--- src/design/fed_defs.svh ---
/*
  Constants of the escape opcode decoder: field codes, encodings and
  execution clock budgets. Assumes nothing beyond a single clock domain.
*/
`ifndef FED_DEFS_SVH
`define FED_DEFS_SVH

`define FED_CNT_W        11
`define FED_MOD_NODISP   2'b00
`define FED_MOD_DISP8    2'b01
`define FED_MOD_DISP16   2'b10
`define FED_MOD_REG      2'b11
`define FED_RM_DIRECT    3'b110

`define FED_ESC_XFN      3'b001
`define FED_ESC_CTL      3'b011
`define FED_ESC_STATE    3'b101

`define FED_RM_ABS       8'hE1
`define FED_RM_CHS       8'hE0
`define FED_RM_XTRACT    8'hF4
`define FED_RM_SCALE     8'hFD
`define FED_RM_PATAN     8'hF3
`define FED_RM_YL2X      8'hF1
`define FED_RM_INCSTP    8'hF7
`define FED_RM_DECSTP    8'hF6
`define FED_RM_INIT      8'hE3
`define FED_RM_ENI       8'hE0
`define FED_RM_DISI      8'hE1
`define FED_RM_CLEX      8'hE2
`define FED_REG_LDCW     3'b101
`define FED_REG_STCW     3'b111
`define FED_REG_SAVE     3'b110
`define FED_REG_RSTOR    3'b100

`define FED_POP_EXTRA    11'd5
`define FED_EA_CLKS      11'd12
`define FED_CLK_CTL      11'd8
`define FED_CLK_LDCW     11'd14
`define FED_CLK_STW      11'd18
`define FED_CLK_STATE    11'd207
`define FED_CLK_STP      11'd12
`define FED_CLK_ABS      11'd17
`define FED_CLK_SCALE    11'd38
`define FED_CLK_PATAN    11'd800
`define FED_CLK_YL2X     11'd1100
`define FED_CLK_XTRACT   11'd55
`define FED_CLK_ADDSUB   11'd100
`define FED_CLK_DIV      11'd203
`define FED_CLK_ARITHM   11'd143

`endif

--- src/design/fed_pkg.sv ---
/*
  Types of the escape opcode decoder. Constants live in fed_defs.svh.
*/
package fed_pkg;

  typedef enum logic [4:0] {
    FED_OP_UNDEF  = 5'b00000,
    FED_OP_ADD    = 5'b00001,
    FED_OP_MUL    = 5'b00010,
    FED_OP_SUB    = 5'b00011,
    FED_OP_DIV    = 5'b00100,
    FED_OP_ABS    = 5'b00101,
    FED_OP_CHS    = 5'b00110,
    FED_OP_XTRACT = 5'b00111,
    FED_OP_SCALE  = 5'b01000,
    FED_OP_PATAN  = 5'b01001,
    FED_OP_YL2X   = 5'b01010,
    FED_OP_INCSTP = 5'b01011,
    FED_OP_DECSTP = 5'b01100,
    FED_OP_INIT   = 5'b01101,
    FED_OP_ENI    = 5'b01110,
    FED_OP_DISI   = 5'b01111,
    FED_OP_CLEX   = 5'b10000,
    FED_OP_LDCW   = 5'b10001,
    FED_OP_STCW   = 5'b10010,
    FED_OP_STSW   = 5'b10011,
    FED_OP_SAVE   = 5'b10100,
    FED_OP_RSTOR  = 5'b10101
  } fed_op_e;

  typedef enum logic [1:0] {
    FED_MF_REAL32 = 2'b00,
    FED_MF_INT32  = 2'b01,
    FED_MF_REAL64 = 2'b10,
    FED_MF_INT16  = 2'b11
  } fed_mf_e;

  typedef enum logic [1:0] {
    FED_ST_IDLE   = 2'b00,
    FED_ST_DISPLO = 2'b01,
    FED_ST_DISPHI = 2'b10,
    FED_ST_EXEC   = 2'b11
  } fed_state_e;

  typedef struct packed {
    fed_op_e    opCode;
    logic       isMemory;
    fed_mf_e    memFormat;
    logic       memRead;
    logic       memWrite;
    logic       destIsIndex;
    logic       popTop;
    logic       reverseOps;
    logic [2:0] stackIndex;
  } fed_dec_s;

  typedef struct packed {
    logic [15:0] bx;
    logic [15:0] si;
    logic [15:0] di;
    logic [15:0] bp;
  } fed_base_s;

endpackage : fed_pkg

--- src/design/fed_decoder.sv ---
/*
  Escape opcode decoder: takes an escape instruction (escape bits and
  mod-reg-r/m byte), collects its displacement bytes, forms the address,
  runs the execution budget and applies stack pointer and control effects.
  Assumes the host holds insnValid/dispValid only while ready/waiting and
  that all inputs are synchronous to core_clk.
*/
`timescale 1ns/100ps
`default_nettype none
`include "fed_defs.svh"

module fed_decoder
  import fed_pkg::*;
(
  // clock and reset
  input  wire logic                 core_clk,
  input  wire logic                 nrst,
  // instruction issue
  input  wire logic                 insnValid,
  input  wire logic [2:0]           insnEsc,
  input  wire logic [7:0]           insnModrm,
  output logic                      insnReady,
  // displacement bytes
  input  wire logic                 dispValid,
  input  wire logic [7:0]           dispByte,
  // host base registers
  input  wire fed_pkg::fed_base_s   baseRegs,
  // decode results
  output fed_pkg::fed_dec_s         decoded,
  output logic [15:0]               effAddr,
  output logic [`FED_CNT_W-1:0]     clkBudget,
  output logic                      busy,
  output logic                      done,
  output logic                      undefOp,
  // stack and control state
  output logic [2:0]                stackTop,
  output logic                      irqMasked,
  output logic                      clearExc
);

  // ----------------------------------------------------------------
  // instruction field decode
  // ----------------------------------------------------------------
  logic [1:0]            modF;
  logic [2:0]            regF;
  logic [2:0]            rmF;
  fed_dec_s              dec;
  logic [`FED_CNT_W-1:0] budget;
  logic [1:0]            dispNeed;

  assign modF = insnModrm[7:6];
  assign regF = insnModrm[5:3];
  assign rmF  = insnModrm[2:0];

  always_comb begin
    dec          = '0;
    dec.opCode   = FED_OP_UNDEF;
    budget       = '0;
    dispNeed     = 2'd0;
    if (modF == `FED_MOD_REG) begin
      // r/m is a stack register index
      dec.stackIndex = rmF;
      if (!insnEsc[0]) begin
        unique case (regF)
          3'b000: dec.opCode = FED_OP_ADD;
          3'b001: dec.opCode = FED_OP_MUL;
          3'b100,
          3'b101: dec.opCode = FED_OP_SUB;
          3'b110,
          3'b111: dec.opCode = FED_OP_DIV;
          default: dec.opCode = FED_OP_UNDEF;
        endcase
        if (dec.opCode != FED_OP_UNDEF) begin
          dec.destIsIndex = insnEsc[2];
          dec.reverseOps  = regF[2] & (regF[0] ^ insnEsc[2]);
          dec.popTop      = insnEsc[1];
          budget = (dec.opCode == FED_OP_DIV) ? `FED_CLK_DIV : `FED_CLK_ADDSUB;
          if (insnEsc[1]) begin
            budget = budget + `FED_POP_EXTRA;
          end
        end
      end else if (insnEsc == `FED_ESC_XFN) begin
        unique case (insnModrm)
          `FED_RM_ABS: begin
            dec.opCode = FED_OP_ABS;
            budget     = `FED_CLK_ABS;
          end
          `FED_RM_CHS: begin
            dec.opCode = FED_OP_CHS;
            budget     = `FED_CLK_ABS;
          end
          `FED_RM_XTRACT: begin
            dec.opCode = FED_OP_XTRACT;
            budget     = `FED_CLK_XTRACT;
          end
          `FED_RM_SCALE: begin
            dec.opCode     = FED_OP_SCALE;
            dec.stackIndex = 3'd1;
            budget         = `FED_CLK_SCALE;
          end
          `FED_RM_PATAN: begin
            dec.opCode = FED_OP_PATAN;
            budget     = `FED_CLK_PATAN;
          end
          `FED_RM_YL2X: begin
            dec.opCode = FED_OP_YL2X;
            budget     = `FED_CLK_YL2X;
          end
          `FED_RM_INCSTP: begin
            dec.opCode = FED_OP_INCSTP;
            budget     = `FED_CLK_STP;
          end
          `FED_RM_DECSTP: begin
            dec.opCode = FED_OP_DECSTP;
            budget     = `FED_CLK_STP;
          end
          default: dec.opCode = FED_OP_UNDEF;
        endcase
      end else if (insnEsc == `FED_ESC_CTL) begin
        budget = `FED_CLK_CTL;
        unique case (insnModrm)
          `FED_RM_INIT: dec.opCode = FED_OP_INIT;
          `FED_RM_ENI:  dec.opCode = FED_OP_ENI;
          `FED_RM_DISI: dec.opCode = FED_OP_DISI;
          `FED_RM_CLEX: dec.opCode = FED_OP_CLEX;
          default: begin
            dec.opCode = FED_OP_UNDEF;
            budget     = '0;
          end
        endcase
      end
    end else begin
      dec.isMemory = 1'b1;
      if (!insnEsc[0]) begin
        dec.memFormat = fed_mf_e'(insnEsc[2:1]);
        dec.memRead   = 1'b1;
        unique case (regF[2:1])
          2'b00: dec.opCode = regF[0] ? FED_OP_MUL : FED_OP_ADD;
          2'b10: dec.opCode = FED_OP_SUB;
          2'b11: dec.opCode = FED_OP_DIV;
          default: dec.opCode = FED_OP_UNDEF;
        endcase
        dec.reverseOps = regF[2] & regF[0];
        if (dec.opCode != FED_OP_UNDEF) begin
          budget = `FED_CLK_ARITHM + `FED_EA_CLKS;
        end
      end else begin
        unique case ({insnEsc, regF})
          {`FED_ESC_XFN, `FED_REG_LDCW}: begin
            dec.opCode  = FED_OP_LDCW;
            dec.memRead = 1'b1;
            budget      = `FED_CLK_LDCW + `FED_EA_CLKS;
          end
          {`FED_ESC_XFN, `FED_REG_STCW}: begin
            dec.opCode   = FED_OP_STCW;
            dec.memWrite = 1'b1;
            budget       = `FED_CLK_STW + `FED_EA_CLKS;
          end
          {`FED_ESC_STATE, `FED_REG_STCW}: begin
            dec.opCode   = FED_OP_STSW;
            dec.memWrite = 1'b1;
            budget       = `FED_CLK_STW + `FED_EA_CLKS;
          end
          {`FED_ESC_STATE, `FED_REG_SAVE}: begin
            dec.opCode   = FED_OP_SAVE;
            dec.memWrite = 1'b1;
            budget       = `FED_CLK_STATE + `FED_EA_CLKS;
          end
          {`FED_ESC_STATE, `FED_REG_RSTOR}: begin
            dec.opCode  = FED_OP_RSTOR;
            dec.memRead = 1'b1;
            budget      = `FED_CLK_STATE + `FED_EA_CLKS;
          end
          default: dec.opCode = FED_OP_UNDEF;
        endcase
      end
      unique case (modF)
        `FED_MOD_DISP8:  dispNeed = 2'd1;
        `FED_MOD_DISP16: dispNeed = 2'd2;
        default:         dispNeed = (rmF == `FED_RM_DIRECT) ? 2'd2 : 2'd0;
      endcase
    end
    if (dec.opCode == FED_OP_UNDEF) begin
      dispNeed = 2'd0;
    end
  end

  // ----------------------------------------------------------------
  // sequencing
  // ----------------------------------------------------------------
  fed_state_e            state_ff,  nxt_state;
  fed_dec_s              dec_ff,    nxt_dec;
  logic [1:0]            mod_ff,    nxt_mod;
  logic [2:0]            rm_ff,     nxt_rm;
  logic [1:0]            need_ff,   nxt_need;
  logic [15:0]           disp_ff,   nxt_disp;
  logic [15:0]           ea_ff,     nxt_ea;
  logic [`FED_CNT_W-1:0] budget_ff, nxt_budget;
  logic                  busy_ff,   nxt_busy;
  logic                  done_ff,   nxt_done;
  logic                  undef_ff,  nxt_undef;
  logic                  ready_ff,  nxt_ready;
  logic [2:0]            top_ff,    nxt_top;
  logic                  mask_ff,   nxt_mask;
  logic                  clex_ff,   nxt_clex;
  logic                  timerLoad;
  logic                  timerExpire;
  logic [15:0]           eaComb;

  // address fields of the instruction entering EXEC, also on a direct IDLE to EXEC step
  fed_ea_calc u_ea (
    .modField (nxt_mod),
    .rmField  (nxt_rm),
    .disp     (nxt_disp),
    .baseRegs (baseRegs),
    .effAddr  (eaComb)
  );

  fed_cycle_timer u_timer (
    .core_clk (core_clk),
    .nrst     (nrst),
    .load     (timerLoad),
    .count    (nxt_budget),
    .expire   (timerExpire)
  );

  always_comb begin
    nxt_state  = state_ff;
    nxt_dec    = dec_ff;
    nxt_mod    = mod_ff;
    nxt_rm     = rm_ff;
    nxt_need   = need_ff;
    nxt_disp   = disp_ff;
    nxt_ea     = ea_ff;
    nxt_budget = budget_ff;
    nxt_busy   = busy_ff;
    nxt_done   = 1'b0;
    nxt_undef  = 1'b0;
    nxt_top    = top_ff;
    nxt_mask   = mask_ff;
    nxt_clex   = 1'b0;
    timerLoad  = 1'b0;
    unique case (state_ff)
      FED_ST_IDLE: begin
        if (insnValid) begin
          if (dec.opCode == FED_OP_UNDEF) begin
            nxt_done  = 1'b1;
            nxt_undef = 1'b1;
          end else begin
            nxt_dec    = dec;
            nxt_mod    = modF;
            nxt_rm     = rmF;
            nxt_need   = dispNeed;
            nxt_budget = budget;
            nxt_busy   = 1'b1;
            nxt_disp   = 16'h0000;
            nxt_state  = (dispNeed != 2'd0) ? FED_ST_DISPLO : FED_ST_EXEC;
          end
        end
      end
      FED_ST_DISPLO: begin
        if (dispValid) begin
          if (need_ff == 2'd1) begin
            nxt_disp  = {{8{dispByte[7]}}, dispByte};
            nxt_state = FED_ST_EXEC;
          end else begin
            nxt_disp  = {8'h00, dispByte};
            nxt_state = FED_ST_DISPHI;
          end
        end
      end
      FED_ST_DISPHI: begin
        if (dispValid) begin
          nxt_disp  = {dispByte, disp_ff[7:0]};
          nxt_state = FED_ST_EXEC;
        end
      end
      FED_ST_EXEC: begin
        if (timerExpire) begin
          nxt_state = FED_ST_IDLE;
          nxt_busy  = 1'b0;
          nxt_done  = 1'b1;
          unique case (dec_ff.opCode)
            FED_OP_INCSTP: nxt_top = top_ff + 3'd1;
            FED_OP_DECSTP: nxt_top = top_ff - 3'd1;
            FED_OP_INIT: begin
              nxt_top  = 3'd0;
              nxt_mask = 1'b1;
            end
            FED_OP_ENI:  nxt_mask = 1'b0;
            FED_OP_DISI: nxt_mask = 1'b1;
            FED_OP_CLEX: nxt_clex = 1'b1;
            default: begin
              if (dec_ff.popTop) begin
                nxt_top = top_ff + 3'd1;
              end
            end
          endcase
        end
      end
    endcase
    if (nxt_state == FED_ST_EXEC && state_ff != FED_ST_EXEC) begin
      timerLoad = 1'b1;
      if (nxt_dec.isMemory) begin
        nxt_ea = eaComb;
      end
    end
    if (state_ff == FED_ST_IDLE && nxt_state != FED_ST_IDLE) begin
      nxt_mod = modF;
      nxt_rm  = rmF;
    end
    nxt_ready = (nxt_state == FED_ST_IDLE);
  end

  always_ff @(posedge core_clk or negedge nrst) begin
    if (!nrst) begin
      state_ff  <= FED_ST_IDLE;
      dec_ff    <= '0;
      mod_ff    <= 2'b00;
      rm_ff     <= 3'b000;
      need_ff   <= 2'd0;
      disp_ff   <= 16'h0000;
      ea_ff     <= 16'h0000;
      budget_ff <= '0;
      busy_ff   <= 1'b0;
      done_ff   <= 1'b0;
      undef_ff  <= 1'b0;
      ready_ff  <= 1'b1;
      top_ff    <= 3'd0;
      mask_ff   <= 1'b1;
      clex_ff   <= 1'b0;
    end else begin
      state_ff  <= nxt_state;
      dec_ff    <= nxt_dec;
      mod_ff    <= nxt_mod;
      rm_ff     <= nxt_rm;
      need_ff   <= nxt_need;
      disp_ff   <= nxt_disp;
      ea_ff     <= nxt_ea;
      budget_ff <= nxt_budget;
      busy_ff   <= nxt_busy;
      done_ff   <= nxt_done;
      undef_ff  <= nxt_undef;
      ready_ff  <= nxt_ready;
      top_ff    <= nxt_top;
      mask_ff   <= nxt_mask;
      clex_ff   <= nxt_clex;
    end
  end

  assign insnReady = ready_ff;
  assign decoded   = dec_ff;
  assign effAddr   = ea_ff;
  assign clkBudget = budget_ff;
  assign busy      = busy_ff;
  assign done      = done_ff;
  assign undefOp   = undef_ff;
  assign stackTop  = top_ff;
  assign irqMasked = mask_ff;
  assign clearExc  = clex_ff;

endmodule : fed_decoder
`default_nettype wire

--- src/design/fed_ea_calc.sv ---
/*
  Effective address adder for the memory forms of the escape instructions.
  Purely combinational; the caller registers the result.
*/
`timescale 1ns/100ps
`default_nettype none
`include "fed_defs.svh"

module fed_ea_calc
  import fed_pkg::*;
(
  // addressing fields
  input  wire logic [1:0]       modField,
  input  wire logic [2:0]       rmField,
  input  wire logic [15:0]      disp,
  // base and index registers
  input  wire fed_pkg::fed_base_s baseRegs,
  // result
  output logic [15:0]           effAddr
);

  always_comb begin
    if (modField == `FED_MOD_NODISP && rmField == `FED_RM_DIRECT) begin
      effAddr = disp;
    end else begin
      unique case (rmField)
        3'b000: effAddr = 16'(baseRegs.bx + baseRegs.si + disp);
        3'b001: effAddr = 16'(baseRegs.bx + baseRegs.di + disp);
        3'b010: effAddr = 16'(baseRegs.bp + baseRegs.si + disp);
        3'b011: effAddr = 16'(baseRegs.bp + baseRegs.di + disp);
        3'b100: effAddr = 16'(baseRegs.si + disp);
        3'b101: effAddr = 16'(baseRegs.di + disp);
        3'b110: effAddr = 16'(baseRegs.bp + disp);
        3'b111: effAddr = 16'(baseRegs.bx + disp);
      endcase
    end
  end

endmodule : fed_ea_calc
`default_nettype wire

--- src/design/fed_cycle_timer.sv ---
/*
  Execution budget counter. A load with a count of N gives an expiry
  pulse N cycles later. Assumes N is at least one.
*/
`timescale 1ns/100ps
`default_nettype none
`include "fed_defs.svh"

module fed_cycle_timer (
  // clock and reset
  input  wire logic                 core_clk,
  input  wire logic                 nrst,
  // control
  input  wire logic                 load,
  input  wire logic [`FED_CNT_W-1:0] count,
  // status
  output logic                      expire
);

  logic [`FED_CNT_W-1:0] cnt_ff;
  logic [`FED_CNT_W-1:0] nxt_cnt;

  assign expire = (cnt_ff == `FED_CNT_W'd1);

  always_comb begin
    nxt_cnt = cnt_ff;
    if (load) begin
      nxt_cnt = count;
    end else if (cnt_ff != '0) begin
      nxt_cnt = cnt_ff - `FED_CNT_W'd1;
    end
  end

  always_ff @(posedge core_clk or negedge nrst) begin
    if (!nrst) begin
      cnt_ff <= '0;
    end else begin
      cnt_ff <= nxt_cnt;
    end
  end

endmodule : fed_cycle_timer
`default_nettype wire

--- config.mk ---
export PLATFORM = sky130hd
export DESIGN_NAME = fed_decoder
export DESIGN_NICKNAME = d
export VERILOG_FILES = /design/src/design/fed_pkg.sv /design/src/design/fed_decoder.sv /design/src/design/fed_ea_calc.sv /design/src/design/fed_cycle_timer.sv
export VERILOG_INCLUDE_DIRS = /design/src /design/src/design
export SDC_FILE = /design/constraint.sdc
export NUM_CORES = 1
export LEC_CHECK = 0
export BUFFER_PORTS_ARGS = -buffer_cell sky130_fd_sc_hd__buf_4
export CORE_AREA = 2 2 162 164
export CTS_CLUSTER_SIZE = 40
export DETAILED_ROUTE_END_ITERATION = 8
export DIE_AREA = 0 0 164 166
export GPL_TIMING_DRIVEN = 0
export PLACE_DENSITY = 0.63
export SLEW_MARGIN = 20
export SYNTH_ARGS = -nofsm -noshare
export SYNTH_HDL_FRONTEND = slang
export SYNTH_SLANG_ARGS = --single-unit
--- constraint.sdc ---
create_clock -name core_clk -period 6.2 [get_ports core_clk]
set_input_delay 0.62 -clock core_clk [delete_from_list [all_inputs] [get_ports core_clk]]
set_output_delay 0.62 -clock core_clk [all_outputs]
set_load 0.03 [all_outputs]
# Yosys cells after proc, flatten, opt, wreduce, memory -nomap -nowiden
# Index checks and enable logic that the tools add are counted.
# op_classes
add_sub_neg,16
multipliers,0
n_div,0
n_lt_le_gt_ge,0
n_eq_ne,52
n_shift,0
n_mux,94
bitwise_logic,5
reduce_logical,35
# op_table
op,n
$add 16x16->16,12
$mux 11,13
$pmux 16 s8,1
$mux 16,6
$eq 8x8->1 const B,10
$pmux 11 s6,1
$mux 5,10
$pmux 16 s3,1
$mux 3,11
$mux 2,16
$pmux 4 s8,1
$eq 3x3->1 const B,9
$eq 5x4->1 const B,5
$pmux 5 s5,1
$pmux 3 s4,2
$pmux 8 s3,1
$pmux 5 s4,1
$eq 6x6->1 const B,3
$mux 1,18
$mux 8,2
$reduce_or 2->1,8
$eq 2x2->1 const B,7
$eq 6x4->1 const B,2
$eq 11x1->1 const B,1
32 further kinds,60
# totals
register_bits,88
latch_bits,0
mem_bits_rw,0
romBits,0
inputBits,87
output_inout_bits,52
elab_cells,226
memories,0

# Logic depth before layout (Yosys ltp)
# depth
ltp_word,20
depth_mapped,29
mapped_depth_nobuf,26

# Hierarchy
# From an unflattened synthesis, not the netlist that was laid out.
# unflattened
cells_unflattened,1158
area_unflattened_um2,10316.1
# modules_own_cells
module,n_inst,cells_each,area_per_inst_um2,seq_area_each_um2
fed_ea_calc,1,679,5611.6,0.0
fed_decoder,1,412,4045.1,1929.4
fed_cycle_timer,1,67,659.4,275.3

# Worst setup path after synthesis
# Ideal clock, no wire load.
# synth_timing
path_kind,in2reg
startpoint,input port insnModrm[6]
endpoint,register ea_ff[14] (netlist: effAddr[14])
setup_time_ns,0.079
arrival_ns,5.704
required_time_ns,6.121
slack_ns,0.416
cell_stages,26
n_path_buf,3
path_cell_list,ha_1 > buf_2 > nand2_1 > or4_1 > o21ba_1 > o41ai_4 > a31oi_4 > mux2i_2 > buf_2 > buf_1 > o22ai_1 > a22oi_1 > ha_1 > inv_1 > fa_1 > nor2b_1 > o21ai_0 > nand2b_1 > nand2_1 > a211o_1 > a31oi_1 > a21o_1 > a21oi_1 > xor2_1 > a311o_1 > a2bb2oi_1
# synth_between
elab_chain_len,19
elab_cells_between_ends,68
classes_between,8 x add/sub; 21 x eq/ne; 30 x mux; 9 x reduce/logical
# synth_rtl
item,line,source
"start, declared",fed_decoder.sv:21,"input wire logic [7:0] insnModrm,"
"$eq 8x8->1, on equally long branches","fed_decoder.sv:121, fed_decoder.sv:83",
$pmux 5 s4,fed_decoder.sv:121,unique case (insnModrm)
$mux 5,fed_decoder.sv:119,end else if (insnEsc == `FED_ESC_CTL) begin
$mux 5,fed_decoder.sv:82,end else if (insnEsc == `FED_ESC_XFN) begin
$mux 5,fed_decoder.sv:63,if (!insnEsc[0]) begin
$mux 5,fed_decoder.sv:60,if (modF == `FED_MOD_REG) begin
$logic_not 5->1,"fed_decoder.sv:183, fed_decoder.sv:246",
$mux 2,fed_decoder.sv:183,if (dec.opCode == FED_OP_UNDEF) begin
[3 not listed],--,
$mux 2,fed_decoder.sv:245,if (insnValid) begin
$pmux 2 s4,fed_decoder.sv:243,unique case (state_ff)
$reduce_bool 2->1,fed_decoder.sv:308,if (state_ff == FED_ST_IDLE && nxt_state != FED_ST_IDLE) begin
$logic_and 1x1->1,fed_decoder.sv:308,
$mux 3 or $mux 2 (tied branches),fed_decoder.sv:308,
"$eq 3x3->1, or another cell as far along",fed_ea_calc.sv:26,unique case (rmField)
$pmux 16 s8 or $logic_and 1x1->1 (tied branches),--,
$mux 16,fed_ea_calc.sv:23,if (modField == `FED_MOD_NODISP && rmField == `FED_RM_DIRECT) begin
"end signal, assigned",fed_decoder.sv:339,ea_ff <= nxt_ea;
"end, declared",fed_decoder.sv:197,"logic [15:0] ea_ff, nxt_ea;"
# Parallel ways exist; a longest one is shown, timed or not.
# A chain may end at the register's enable or synchronous reset.

# Final worst setup path
# layout_timing
startpoint,input port insnModrm[6]
endpoint,register ea_ff[14] (netlist: effAddr[14])
# layout_between
elab_chain_len,19
elab_cells_between_ends,68
classes_between,8 x add/sub; 21 x eq/ne; 30 x mux; 9 x reduce/logical
# layout_rtl
item,line,source
"$eq 8x8->1, on equally long branches","fed_decoder.sv:121, fed_decoder.sv:83",
$pmux 5 s4,fed_decoder.sv:121,
$mux 5,fed_decoder.sv:119,
$mux 5,fed_decoder.sv:82,
$mux 5,fed_decoder.sv:63,
$mux 5,fed_decoder.sv:60,
$logic_not 5->1,"fed_decoder.sv:183, fed_decoder.sv:246",
$mux 2,fed_decoder.sv:183,
[4 not listed],--,
$pmux 2 s4,fed_decoder.sv:243,
$reduce_bool 2->1,fed_decoder.sv:308,
$logic_and 1x1->1,fed_decoder.sv:308,
$mux 3 (*),fed_decoder.sv:308,
net nxt_rm[0],fed_decoder.sv:194,"logic [2:0] rm_ff, nxt_rm;"
"$eq 3x3->1, or another cell as far along",fed_ea_calc.sv:26,
$pmux 16 s8 or $logic_and 1x1->1 (tied branches),--,
$mux 16 (*),fed_ea_calc.sv:23,
# Mark *: on every way through the listed nets, which the timed path passes. The rest lies on a longest branch.

==> impl_metrics.py <==
metrics = {
    "worst_setup_path": {
        "crit_family": "compound AO/OA/AOI/OAI gates",
        "cp_max_fo": 10,
        "r2r_start": "state_ff[0]",
        "r2r-end": "effAddr[14]",
        "critPathMaxStageDelay_ns": 0.55,
        "worst_setup_path_end_kind": "flip-flop",
        "ff2ff_setup_slack_ns": 0.80,
        "crit_buf_inv": 6,
        "r2r_cells": 26,
        "crit_path_start_kind": "input port",
        "cp_slowest_cell": "or4_4",
        "critPathArrivalTime_ns": 6.21,
        "cp_data_required_time_ns": 6.47,
        "crit_type": "input port to flip-flop",
    },
    "sta": {
        "hold_violations": 0,
        "fmaxAchievable_ghz": 0.168,
        "layout_setup_ws_ns": 0.259,
        "worstMarginPinSlew_ns": 1.08,
        "maxSlewViolCount": 0,
        "fin_skew_ns": 0.0135,
        "final.min_clock_period_ns": 5.94,
        "post-route-period-util_pct": 95.8,
        "setup_viol": 0,
        "relSlewSlack_pct": 27.5,
        "setup_tns_ns": 0,
    },
    "synth": {
        "ys_seq_area_share_pct": 22.1,
        "synth_flop_cell": "dfrtp_1",
        "synth.distinct_cells": 77,
        "synth_area_per_cell_um2": 8.48,
        "synth_commonest_cells": "nor2_1 (142), nand2_1 (133), a21oi_1 (97)",
        "synthTopCellsByArea": "dfrtp_1 (22%), fa_1 (13%), ha_1 (10%)",
        "synth.most_common_cell": "nor2_1",
        "synth_edf_count": 0,
        "synth_fp_nets": 1414,
        "syn_area_um2": 9990,
        "netlist.top_cell.by_area": "dfrtp_1",
        "ys_seq_elements": 88,
        "ys_warn_count": 0,
        "synth_cells": 1178,
        "synth_top_area_share_pct": 21.5,
        "async_reset_ff_share_pct": 100,
    },
    "power": {
        "power.internal_mw": 3.51,
        "share_seq_of_total_power_pct": 13.2,
        "switching_share_pct": 51.7,
        "p_per_area_nw_per_um2": 593,
        "power_switching_mw": 3.75,
        "power.total_mw": 7.26,
        "p_leak_nw": 5.56,
        "peakVddDrop_v": 0.000285,
        "combinationalPowerShare_pct": 78.3,
        "pwr-share-clk_pct": 8.5,
    },
    "drt": {
        "drc": 0,
        "totalWireLength_um": 32300,
        "vias_per_cell": 5.66,
        "wl_per_cell_um": 19.1,
        "vias": 9540,
        "ant_nets": 0,
        "dr.pass1.iters": 7,
        "drt_iter0_markers": 650,
    },
    "floorplan": {
        "core_um2": 25600,
        "die-area_um2": 27200,
        "die_h_um": 166,
        "pin_count": 139,
        "start_util_pct": 39.0,
        "die_w_um": 164,
        "placementRows": 59,
    },
    "finish": {
        "nets": 1583,
        "utilization_pct": 47.8,
        "layout.cells.non_filler": 1687,
        "drive_gt1_share_pct": 19.1,
        "insertedDiodeCount": 0,
        "area_growth_pct": 22.5,
    },
    "cts": {
        "cts.htree.levels": 3,
        "cts_sinks": 88,
        "cts_buffer_depth": 2,
        "worstSkewPairLatency_ns": 0.35,
        "cts_tree": "built",
        "root_buffer": "clkbuf_16",
        "cts_buffers": 9,
        "path_clk_slew_ns": 0.06,
    },
    "job": {
        "drv_cap": 0,
    },
    "placement": {
        "gp_congestion": 0.928,
        "dp_hpwl_um": 26400,
        "pre_cts_ws_ns": -1.22,
        "numPortBuffers": 137,
        "dp_cells": 1650,
    },
    "global_route": {
        "grt_pass1_vias": 9338,
        "grt_max_degree": 89,
        "antenna_found_initial": 0,
        "grt_pass1_wl_um": 50300,
        "grt_usage_pct": 23.5,
        "globalRouteOverflowTotal": 0,
    },
    "outcome": {
        "status": "finished, final reports clean",
    },
    "min_path": {
        "hold_class": "input port to async pin",
    },
}
[flip-flops by register name (all words and copies together) (netlist names)]
register	cells
irqMasked	1
mod_ff	2
disp_ff	16
effAddr	16
undefOp	1
u_timer.cnt_ff	11
decoded	16
busy	1
done	1
stackTop	3
need_ff	2
clkBudget	11
state_ff	2
rm_ff	3
clearExc	1
insnReady	1
[cells in the final DEF (no fill, tap or decap), drive strengths merged, types with 19 or more instances in the layout]
cell / synthesis / layout
nand3: 19 / 19
xnor2: 35 / 35
o21ai: 86 / 86
a211oi: 21 / 21
a21oi: 98 / 98
xor2: 38 / 38
nor3: 29 / 29
nand2: 134 / 134
buf: 26 / 182
o22ai: 23 / 23
inv: 33 / 33
dfrtp: 86 / 86
nor2: 142 / 142
fa: 66 / 66
clkbuf: 25 / 38
ha: 83 / 83
[worst register-to-register path, cell delays in order, from the launching register on]
cell,delay [ns]
dfrtp_1,0.42
inv_1,0.20
ha_1,0.18
clkbuf_1,0.35
inv_1,0.16
a31oi_4,0.33
mux2i_4,0.42
inv_4,0.11
buf_12,0.16
buf_12,0.15
a21oi_2,0.13
o22ai_1,0.09
a22oi_1,0.18
ha_2,0.21
inv_1,0.06
fa_2,0.40
nor2b_2,0.11
o21ai_1,0.07
nand2b_1,0.12
nand2_2,0.09
a211o_1,0.35
a31oi_2,0.24
a21o_1,0.15
a21oi_1,0.07
xor2_1,0.15
a311o_1,0.31
a2bb2oi_1,0.14
[power by group through the flow]
stage	logic (mW)	clock network (mW)	registers, mW
6_report	5.69	0.617	0.955
3_5_place_dp	5.26	0	0.960
5_1_grt	6.22	0.652	0.984
2_1_floorplan	3.61	0	1.14
4_1_cts	5.41	0.624	0.954
3_3_place_gp	5.20	0	0.958
[worst max path at each step]
stage | startpoint | endpoint | cells past startpoint
floorplan | insnModrm[6] | effAddr[14] | 26
detailed placement | insnModrm[6] | effAddr[14] | 27
finish | insnModrm[6] | effAddr[14] | 29
global route | insnModrm[6] | effAddr[14] | 29
CTS | insnModrm[6] | effAddr[14] | 28
global placement | insnModrm[6] | effAddr[14] | 27
[metrics by stage]
step	hold WS, ns	area [µm²]
detailed placement	0.460	11400
global route	0.421	12200
global placement	0.453	11400
CTS	0.474	11900
floorplan	0.324	9990
finish	0.348	12200
[routing by layer]
metal,vias up,global-route usage (%),part of all wire (%)
met2,351,39.2,48
met4,0,8.35,3.2
met3,57,2.67,6.5
met5,-,0,0
met1,4567,31.5,43
li1,4565,-,-
[timing repair]
item / in CTS / in global routing
pin swaps: 2 / 18
hold buffers: 0 / 0
buffers inserted: 7 / 15
gates resized for setup: 24 / 52
setup endpoints to repair: 8 / 5
cloned: 0 / 1
[final cells by class]
| cell class | instances | area, µm² |
|---|---|---|
| buffer | 49 | 298 |
| clock buffer | 11 | 253 |
| clock inverter | 5 | 87.6 |
| fill | 2519 | 13400 |
| inverter | 33 | 130 |
| multi-input combinational | 1006 | 7600 |
| sequential | 88 | 2200 |
| tap | 335 | 419 |
| timing repair buffer | 160 | 1240 |
[cell families after synthesis]
group	after synthesis	share of synthesized area, %
simple gates	403	18.1
flops	88	22.1
mux	17	1.93
fa+ha+maj	149	23.6
buf+inv	84	3.55
xor+xnor	77	7.30
compound gates	360	23.4
Power figures use the tool's default switching activity.
